===== config.mk =====
export PLATFORM = sky130hd
export DESIGN_NAME = sys_clock_reset_config
export DESIGN_NICKNAME = d
export VERILOG_FILES = /design/src/verilog/wdog_osc_divider.v /design/src/verilog/pll_ratio_decode.v /design/src/verilog/sys_clock_reset_config.v
export VERILOG_INCLUDE_DIRS = /design/src /design/src/verilog
export SDC_FILE = /design/constraint.sdc
export NUM_CORES = 1
export LEC_CHECK = 0
export BUFFER_PORTS_ARGS = -buffer_cell sky130_fd_sc_hd__buf_2
export CAP_MARGIN = 5
export CORE_MARGIN = 1
export CORE_UTILIZATION = 45
export CTS_BUF_LIST = sky130_fd_sc_hd__clkbuf_2 sky130_fd_sc_hd__clkbuf_4 sky130_fd_sc_hd__clkbuf_8
export DETAILED_ROUTE_END_ITERATION = 10
export PLACE_DENSITY = 0.83
export SYNTH_ARGS = -nofsm -noshare
export SYNTH_HDL_FRONTEND = slang
export SYNTH_SLANG_ARGS = --single-unit

===== constraint.sdc =====
create_clock -name clk -period 2 [get_ports clk]
set_input_delay 0.4 -clock clk [delete_from_list [all_inputs] [get_ports clk]]
set_output_delay 0.4 -clock clk [all_outputs]
set_load 0.02 [all_outputs]

===== src/verilog/sys_clock_reset_defines.vh =====
// Register map, field positions and reset values of the clock and reset
// configuration slice. Included by the register bank, its assertions and its bench.
`ifndef SYS_CLOCK_RESET_DEFINES_VH
`define SYS_CLOCK_RESET_DEFINES_VH

// Byte addresses of the registers on the peripheral bus.
`define ADDR_PERIPH_RESET_CTRL   32'h4004_8004
`define ADDR_PLL_CTRL            32'h4004_8008
`define ADDR_PLL_STATUS          32'h4004_800C
`define ADDR_MAIN_OSC_CTRL       32'h4004_8020
`define ADDR_WDOG_OSC_CTRL       32'h4004_8024

// Peripheral reset control fields.
`define PRC_TIMER32_FIRST_BIT    7
`define PRC_DAC_BIT              10
`define PRC_TIMER32_FIRST_RST    1'b1
`define PRC_DAC_RST              1'b1

// PLL control fields.
`define PLL_FB_DIV_LSB           0
`define PLL_FB_DIV_MSB           4
`define PLL_POST_DIV_LSB         5
`define PLL_POST_DIV_MSB         6
`define PLL_FB_DIV_RST           5'h00
`define PLL_POST_DIV_RST         2'h0

// PLL status fields.
`define PLL_LOCK_BIT             0
`define PLL_LOCK_RST             1'b0

// Main oscillator control fields.
`define OSC_BYPASS_BIT           0
`define OSC_RANGE_BIT            1
`define OSC_BYPASS_RST           1'b0
`define OSC_RANGE_RST            1'b0

// Watchdog oscillator control fields.
`define WDOG_DIV_LSB             0
`define WDOG_DIV_MSB             4
`define WDOG_DIV_RST             5'h00

// Value returned for reserved bits and unmapped addresses.
`define READ_ZERO                32'h0000_0000

`endif


===== src/verilog/wdog_osc_divider.v =====
// Digital stage of the watchdog oscillator: divides a tick stream by
// 2 x (1 + select). Assumes the tick input is a one-cycle pulse in clk.
`timescale 1ns/1ps
`default_nettype none

module wdog_osc_divider #(
    parameter SEL_W = 5
) (
    input  wire             clk,
    input  wire             resetn,
    input  wire [SEL_W-1:0] div_sel,
    input  wire             tick,
    output reg              osc_clk_out
);
    reg [SEL_W-1:0] count_q;

    // The output toggles every (1 + select) ticks, so one full period spans
    // 2 x (1 + select) ticks; a select change applies at once, to the interval in progress.
    always @(posedge clk or negedge resetn) begin
        if (!resetn) begin
            count_q     <= {SEL_W{1'b0}};
            osc_clk_out <= 1'b0;
        end else if (tick) begin
            if (count_q >= div_sel) begin
                count_q     <= {SEL_W{1'b0}};
                osc_clk_out <= ~osc_clk_out;
            end else begin
                count_q <= count_q + {{(SEL_W-1){1'b0}}, 1'b1};
            end
        end
    end
endmodule

`default_nettype wire


===== src/verilog/pll_ratio_decode.v =====
// Registered decode of the PLL divider fields into plain ratios.
// Assumes both fields come from the register bank in the same clock.
`timescale 1ns/1ps
`default_nettype none

module pll_ratio_decode (
    input  wire       clk,
    input  wire       resetn,
    input  wire [4:0] fb_div,
    input  wire [1:0] post_sel,
    output reg  [5:0] fb_ratio,
    output reg  [4:0] post_ratio
);
    always @(posedge clk or negedge resetn) begin
        if (!resetn) begin
            fb_ratio   <= 6'h01;
            post_ratio <= 5'h02;
        end else begin
            fb_ratio <= {1'b0, fb_div} + 6'h01;
            case (post_sel)
                2'h0:    post_ratio <= 5'h02;
                2'h1:    post_ratio <= 5'h04;
                2'h2:    post_ratio <= 5'h08;
                2'h3:    post_ratio <= 5'h10;
                default: post_ratio <= 5'h02;
            endcase
        end
    end
endmodule

`default_nettype wire


===== src/verilog/sys_clock_reset_config.v =====
// Clock and reset configuration register slice with an Avalon-MM slave.
// Assumes a synchronous PLL lock level and a one-cycle oscillator tick.
//
// Function
// - A peripheral reset bit holds its peripheral in reset at 0 and releases it at 1.
// - Bit 7 of the reset control drives the first 32-bit timer reset, active low, reset 1.
// - Bit 10 of the reset control drives the DAC reset, active low, reset 1.
// - PLL control bits 4:0 hold the feedback divider, reset 0, ratio value plus one.
// - PLL control bits 6:5 select P of 1, 2, 4 or 8, reset 0, post division twice P.
// - PLL status bit 0 is read-only, shows lock, and reads 0 after reset.
// - Oscillator control bit 0 resets to 0 and when 1 feeds the PLL from the crystal pin.
// - Oscillator control bit 1 resets to 0 for the 1-20 MHz range, 1 for 15-25 MHz.
// - Oscillator control bits 31:2 are reserved and reset to zero.
// - Watchdog oscillator control bits 4:0 hold the divider select, reset 0.
// - The watchdog divider divides the analog clock by two times one plus the select.
// - The watchdog division spans 2 for select 0 up to 64 for select 31.
`timescale 1ns/1ps
`default_nettype none
`include "sys_clock_reset_defines.vh"

module sys_clock_reset_config (
    input  wire        clk,
    input  wire        resetn,
    input  wire [31:0] address,
    input  wire        read,
    input  wire        write,
    input  wire [3:0]  byteenable,
    input  wire [31:0] writedata,
    output reg  [31:0] readdata,
    output wire        waitrequest,
    input  wire        pll_lock_in,
    input  wire        crystal_in_pin,
    input  wire        osc_clk_in,
    input  wire        wdog_osc_analog_tick,
    output reg         timer32_first_reset_n,
    output reg         dac_reset_n,
    output wire [4:0]  pll_feedback_div,
    output wire [1:0]  pll_post_div_sel,
    output wire [5:0]  pll_feedback_ratio,
    output wire [4:0]  pll_post_ratio,
    output reg         pll_in_clk,
    output wire        osc_bypass,
    output wire        osc_range_sel,
    output wire [4:0]  wdog_osc_div_sel,
    output wire        wdog_osc_clk_out
);
    reg [4:0] pll_fb_q;
    reg [1:0] pll_post_q;
    reg       pll_lock_q;
    reg       osc_bypass_q;
    reg       osc_range_q;
    reg [4:0] wdog_div_q;
    reg       ack_q;
    reg [31:0] rd_d;

    wire req     = read | write;
    // The write lands on the same edge at which the master sees waitrequest low.
    wire wr_take = write & ack_q;

    // One wait state: the read word is built on the first edge and presented
    // while waitrequest is low, so read data never depend on a late address.
    assign waitrequest = req & ~ack_q;

    assign pll_feedback_div = pll_fb_q;
    assign pll_post_div_sel = pll_post_q;
    assign osc_bypass       = osc_bypass_q;
    assign osc_range_sel    = osc_range_q;
    assign wdog_osc_div_sel = wdog_div_q;

    always @(posedge clk or negedge resetn) begin
        if (!resetn) begin
            ack_q <= 1'b0;
        end else begin
            ack_q <= req & ~ack_q;
        end
    end

    // Read mux; reserved bits and unmapped addresses return zero.
    always @* begin
        rd_d = `READ_ZERO;
        case (address)
            `ADDR_PERIPH_RESET_CTRL: begin
                rd_d[`PRC_TIMER32_FIRST_BIT] = timer32_first_reset_n;
                rd_d[`PRC_DAC_BIT]           = dac_reset_n;
            end
            `ADDR_PLL_CTRL: begin
                rd_d[`PLL_FB_DIV_MSB:`PLL_FB_DIV_LSB]     = pll_fb_q;
                rd_d[`PLL_POST_DIV_MSB:`PLL_POST_DIV_LSB] = pll_post_q;
            end
            `ADDR_PLL_STATUS: begin
                rd_d[`PLL_LOCK_BIT] = pll_lock_q;
            end
            `ADDR_MAIN_OSC_CTRL: begin
                rd_d[`OSC_BYPASS_BIT] = osc_bypass_q;
                rd_d[`OSC_RANGE_BIT]  = osc_range_q;
            end
            `ADDR_WDOG_OSC_CTRL: begin
                rd_d[`WDOG_DIV_MSB:`WDOG_DIV_LSB] = wdog_div_q;
            end
            default: begin
                rd_d = `READ_ZERO;
            end
        endcase
    end

    always @(posedge clk or negedge resetn) begin
        if (!resetn) begin
            readdata <= `READ_ZERO;
        end else if (read & ~ack_q) begin
            readdata <= rd_d;
        end
    end

    always @(posedge clk or negedge resetn) begin
        if (!resetn) begin
            timer32_first_reset_n <= `PRC_TIMER32_FIRST_RST;
            dac_reset_n           <= `PRC_DAC_RST;
            pll_fb_q              <= `PLL_FB_DIV_RST;
            pll_post_q            <= `PLL_POST_DIV_RST;
            osc_bypass_q          <= `OSC_BYPASS_RST;
            osc_range_q           <= `OSC_RANGE_RST;
            wdog_div_q            <= `WDOG_DIV_RST;
        end else if (wr_take) begin
            // only assigned bits are stored; the rest are dropped.
            case (address)
                `ADDR_PERIPH_RESET_CTRL: begin
                    if (byteenable[0]) begin
                        timer32_first_reset_n <= writedata[`PRC_TIMER32_FIRST_BIT];
                    end
                    if (byteenable[1]) begin
                        dac_reset_n <= writedata[`PRC_DAC_BIT];
                    end
                end
                `ADDR_PLL_CTRL: begin
                    if (byteenable[0]) begin
                        pll_fb_q   <= writedata[`PLL_FB_DIV_MSB:`PLL_FB_DIV_LSB];
                        pll_post_q <= writedata[`PLL_POST_DIV_MSB:`PLL_POST_DIV_LSB];
                    end
                end
                `ADDR_MAIN_OSC_CTRL: begin
                    if (byteenable[0]) begin
                        osc_bypass_q <= writedata[`OSC_BYPASS_BIT];
                        osc_range_q  <= writedata[`OSC_RANGE_BIT];
                    end
                end
                `ADDR_WDOG_OSC_CTRL: begin
                    if (byteenable[0]) begin
                        wdog_div_q <= writedata[`WDOG_DIV_MSB:`WDOG_DIV_LSB];
                    end
                end
                default: begin
                    wdog_div_q <= wdog_div_q;
                end
            endcase
        end
    end

    // Lock level is sampled each clock; the status register has no write path.
    always @(posedge clk or negedge resetn) begin
        if (!resetn) begin
            pll_lock_q <= `PLL_LOCK_RST;
            pll_in_clk <= 1'b0;
        end else begin
            pll_lock_q <= pll_lock_in;
            pll_in_clk <= osc_bypass_q ? crystal_in_pin : osc_clk_in;
        end
    end

    // The ratios are registered, so they trail the fields by one clock.
    pll_ratio_decode u_pll_ratio (
        .clk        (clk),
        .resetn     (resetn),
        .fb_div     (pll_fb_q),
        .post_sel   (pll_post_q),
        .fb_ratio   (pll_feedback_ratio),
        .post_ratio (pll_post_ratio)
    );

    // five-bit select spans 2 to 64
    wdog_osc_divider #(
        .SEL_W (5)
    ) u_wdog_div (
        .clk         (clk),
        .resetn      (resetn),
        .div_sel     (wdog_div_q),
        .tick        (wdog_osc_analog_tick),
        .osc_clk_out (wdog_osc_clk_out)
    );
endmodule

`default_nettype wire


======== After elaboration in Yosys (flattened, before gate mapping) ========
Cells that the tools add are included.
storage, ports and cells
  register bits after elaboration ......... 45
  logic and storage cells ................. 48
cells by class
  add/subtract/negate cells ............... 2
  order comparisons ....................... 1
  eq/ne operators ......................... 8
  multiplexer cells ....................... 9
  bitwise gates (word level) .............. 6
  reductions and logical operators ........ 7
operator list
  cell                    count
  $eq A32 B31 Y1 const B  5
  $pmux W5 S4             1
  $reduce_and A3 Y1       5
  $add A5 B1 Y6 const B   1
  $pmux W3 S2             1
  $add A5 B1 Y5 const B   1
  $ge A5 B5 Y1            1
  $mux W5                 1
  $eq A2 B2 Y1 const B    2
  $pmux W1 S4             1
  $and A1 B1 Y1           3
  $mux W1                 3
  $pmux W1 S3             1
  $eq A2 B1 Y1 const B    1
  $logic_not A2 Y1        1
  $mux W2                 1
  $not A1 Y1              2
  $reduce_and A2 Y1       1
  $or A1 B1 Y1            1

======== Depth between registers and ports, before layout ========
  depth after elaboration ................. 2
  depth in mapped cells ................... 6
  depth with buffers taken out ............ 6

======== Cells and area by module ========
Synthesis repeated with hierarchy kept, for this count alone.
second synthesis, totals
  cells, all modules ...................... 202
  area total of the unflattened synthesis .. 2288.4 µm²
by module, submodules not included
  module                  times used  cells an instance  area an instance (µm²)  seq. area each (µm²)
  sys_clock_reset_config  1           133                1524.0                  703.2
  wdog_osc_divider        1           43                 412.9                   150.1
  pll_ratio_decode        1           26                 351.6                   252.7

======== Worst setup path before layout ========
Ideal clock, no wire load.
  kind .................................... input port to flip-flop
  from .................................... input port address[1]
  to ...................................... register pll_fb_q[0], in the netlist pll_feedback_div[0]
  arrival ................................. 2040 ps
  required time ........................... 1875 ps
  slack ................................... -164 ps
  stages on the path ...................... 5
  path buffers ............................ 1
  cell sequence ........................... or3_1 buf_2 or4_4 nor4_4 mux2_2
between the ends
  cells in the longest elaborated chain, start to end .. 2
ends and longest elaborated chain
  element                      RTL line                      RTL
  start, declared              sys_clock_reset_config.v:24   input wire [31:0] address,
  $eq A32 B31 Y1               sys_clock_reset_config.v:125  case (address)
  $reduce_and A3 Y1 (no line)  --
  end signal, assigned         sys_clock_reset_config.v:118  pll_fb_q <= `PLL_FB_DIV_RST;
  end signal, assigned         sys_clock_reset_config.v:136  pll_fb_q <= writedata[`PLL_FB_DIV_MSB:`PLL_FB_DIV_LSB];
  end, declared                sys_clock_reset_config.v:47   reg [4:0] pll_fb_q;
Every way passes these cells.
A chain may end at the register's enable or synchronous reset.

======== Worst setup path in the final report ========
  from .................................... input port address[3]
  to ...................................... register osc_bypass_q, in the netlist osc_bypass
between the ends
  cells in the longest elaborated chain, start to end .. 2
ends and longest elaborated chain
  element                      RTL line                      RTL
  $eq A32 B31 Y1               sys_clock_reset_config.v:125
  $reduce_and A3 Y1 (no line)  --
  end signal, assigned         sys_clock_reset_config.v:120  osc_bypass_q <= `OSC_BYPASS_RST;
  end signal, assigned         sys_clock_reset_config.v:142  osc_bypass_q <= writedata[`OSC_BYPASS_BIT];
  end, declared                sys_clock_reset_config.v:50   reg osc_bypass_q;
Every way passes these cells.

==> flow_summary_export.csv <==
group,metric,value,unit
run_status,status,"completed",
clocking,cts-resized-gates,0,
yosys,ys_async_sr_fraction,100,%
clocking,cts_hold_buf,0,
finish,final_cells,394,
hold_path,min_path_type,"in2async",
placement,place_ws,-215,ps
power_and_ir_drop,combPwrFrac,11.5,%
yosys,syn_inst,222,
power_and_ir_drop,power_frac_clock,38.2,%
yosys,synth_seq_cells,44,
drt,vias,1942,
clocking,tritoncts,"yes",
yosys,syn-cell-area,2310,um^2
clocking,cts_buffers,5,
timing,period_needed,1920,ps
clocking,cts.sinks,44,
floorplan,dieArea,5420,um^2
critical_path,crit_chain,"buf_2, or4b_1, or4_1, nor3_1, buf_4, mux2_2",
floorplan,coreArea,4820,um^2
floorplan,fp.dieW,73.6,um
grt,grt_overflow,0,
drt,vias_per_cell,4.93,
critical_path,r2r_cells,6,
critical_path,required,2190,ps
finish,area_growth,28.7,%
clocking,clockBufferDepth,2,
timing,worst_slew_pin_slew,563,ps
timing,fmax,0.520,GHz
timing,slew_headroom,62.1,%
grt,track_usage,19.8,%
floorplan,ios,138,
flow_run,maxCapViolations,0,
finish,mostFrequentLayoutCells,"88 x buf_2, 40 x dfrtp_1, 24 x conb_1",
drt,drt-wirelength-per-cell,13.1,um
grt,grt_pass1_vias,1853,
finish,diodes,0,
placement,hpwl,4070,um
yosys,syn_avg_cell_area,10.4,um^2
critical_path,slowest_delay,550,ps
critical_path,worst-setup-path-type,"in2reg",
critical_path,slowest_stage,"or4b_1",
yosys,synth_top_cell_by_area,"dfrtp_1",
drt,ant_nets,0,
yosys,yosys-top-cells-area,"dfrtp_1 43%, mux2_2 8.3%, buf_4 7.8%",
timing,whs,67.7,ps
finish,nets,409,
critical_path,crit_fanout,2,
yosys,synthSimpleGateAreaFrac,19.5,%
yosys,ys_warn_count,0,
clocking,cts-root-buf,"clkbuf_8",
clocking,htreeDepth,2,
timing,drv_slew,0,
grt,grt_pass1_wl,8090,um
floorplan,start_util,47.9,%
power_and_ir_drop,power_leakage,1.52,nW
timing,hold_violations,0,
yosys,synthAdderAreaFrac,3.80,%
critical_path,startpoint_type,"input port",
yosys,synth-edff-count,0,
clocking,cts_setup_buffers,0,
yosys,yosysTopAreaCellShare,43.4,%
power_and_ir_drop,vdd_drop_max,0.000485,V
clocking,clk_latency,300,ps
critical_path,critPathCaptureType,"flip-flop",
yosys,ys_types,41,
finish,layout_commonest_cell,"buf_2",
floorplan,rows,25,
timing,rsz0062_at_grt,"no",
placement,routabilityCongestion,0.803,
power_and_ir_drop,p_per_area,612,nW/um^2
yosys,synth-xor-area-share,1.52,%
critical_path,path_depth,6,
grt,antenna_found_initial,0,
grt,grt_max_degree,24,
power_and_ir_drop,switching_share,25.3,%
power_and_ir_drop,pwr-share-seq,50.3,%
finish,drive_gt1_share,42.5,%
floorplan,die_h,73.6,um
finish,final_core_util,61.7,%
power_and_ir_drop,p_int,1.36,mW
critical_path,crit_arrival,2110,ps
drt,drt-initial-drc-count,41,
drt,drcViolationCount,0,
clocking,clkTransAtPathRegs,90,ps
yosys,synth_top_family_by_area,"simple AND/OR/NAND/NOR gates",
critical_path,critical-path-top-delay-family,"simple AND/OR/NAND/NOR gates",
placement,dp.cells,386,
timing,final.setup.tns,0,ps
yosys,yosys-mux-area-fraction,9.16,%
timing,skew,10.8,ps
yosys,yosysSeqAreaShare,47.9,%
timing,setup_ws,75.1,ps
placement,portBuffers,88,
timing,setup_violations,0,
timing,fin_crit_sh,96.2,%
critical_path,cp_num_buf_inv,2,
yosys,synth_compound_gate_area_share,6.78,%
drt,dr.pass1.iters,4,
drt,wl,5140,um
power_and_ir_drop,switchingPower,0.460,mW
yosys,synth_ff_type,"dfrtp_1",
## cell families (layout without fill, tap and decap cells)
kind of cell / count (synthesis) / count (layout)
and+or+nand+nor: 77 / 77
DFF: 44 / 44
buffers and inverters: 44 / 126
AOI/OAI and AO/OA: 26 / 26
muxes: 19 / 19
adders and majority gates: 7 / 7
xor gates and xnor gates: 4 / 4
other: 1 / 24
## final timing paths
| path | startpoint | end | slack [ps] |
|---|---|---|---|
| max | address[3] | osc_bypass | 80 |
| min | resetn | u_pll_ratio.post_ratio[4] | 70 |
| max reg2reg | wdog_osc_div_sel[2] | u_wdog_div.count_q[4] | 80 |
| min reg2reg | pll_post_div_sel[1] | u_pll_ratio.post_ratio[1] | 460 |
| max in group asynchronous | resetn | u_pll_ratio.fb_ratio[0] | 1330 |
| min in group clk | pll_lock_in | pll_lock_q | 210 |
## synth_stat cells, types with 3 or more instances
library cell and count:
dfrtp_1 40, buf_4 24, mux2_2 17, nand2_1 16
inv_1 14, o21ai_0 13, nor4_1 11, nand3_1 8
ha_1 7, nor2_1 7, clkbuf_1 5, nor3_1 5
dfstp_2 4, nand4_1 4, or4_1 4, a21oi_1 3
a41oi_1 3, and2_0 3, nand2b_1 3, or3_1 3
xnor2_1 3
## area by class of cell
class,instances,area (um^2)
Clock inverter,3,46.3
Tap cell,67,83.8
Inverter,14,52.6
Sequential cell,44,1110
Timing Repair Buffer,104,573
Clock buffer,5,68.8
Multi-Input combinational cell,157,1040
Fill cell,412,1850
## metrics by stage
step / power [mW] / cell area, um^2
after floorplan: 1.07 / 2410
after global placement: 1.14 / 2860
after detailed placement: 1.14 / 2860
after CTS: 1.83 / 2970
after global routing: 1.90 / 2970
final: 1.82 / 2970
## worst reg2reg max path: cells and delay by family, from the launching register on
kind | cells | cell delay [ps]
flip-flops | 1 | 380
AND/OR/NAND/NOR | 1 | 580
buffers and inverters | 1 | 80
AO/OA/AOI/OAI | 3 | 480
adder cells (fa/ha/maj) | 1 | 320
## per-layer routing
layer / vias up / wire [um] / global-route usage, %
li1: 952 / - / -
met1: 906 / 2140 / 23.2
met2: 78 / 2610 / 34.8
met3: 6 / 324 / 5.62
met4: 0 / 72 / 6.84
met5: - / 0 / 0
## power by group through the flow
stage / sequential, mW / combinational (mW) / clock, mW
CTS: 0.914 / 0.210 / 0.710
detailed placement: 0.932 / 0.210 / 0
global placement: 0.931 / 0.205 / 0
finish: 0.914 / 0.209 / 0.695
global route: 0.917 / 0.229 / 0.749
floorplan: 0.946 / 0.123 / 0
## registers in the layout (all words and copies together) (netlist names)
signal                  cells
pll_post_div_sel            2
pll_in_clk                  1
pll_feedback_div            5
timer32_first_reset_n       1
u_wdog_div.osc_clk_out      1
dac_reset_n                 1
readdata                    9
ack_q                       1
pll_lock_q                  1
u_pll_ratio.fb_ratio        6
osc_range_sel               1
u_pll_ratio.post_ratio      4
wdog_osc_div_sel            5
osc_bypass                  1
u_wdog_div.count_q          5
(Power assumes the default switching activity.)
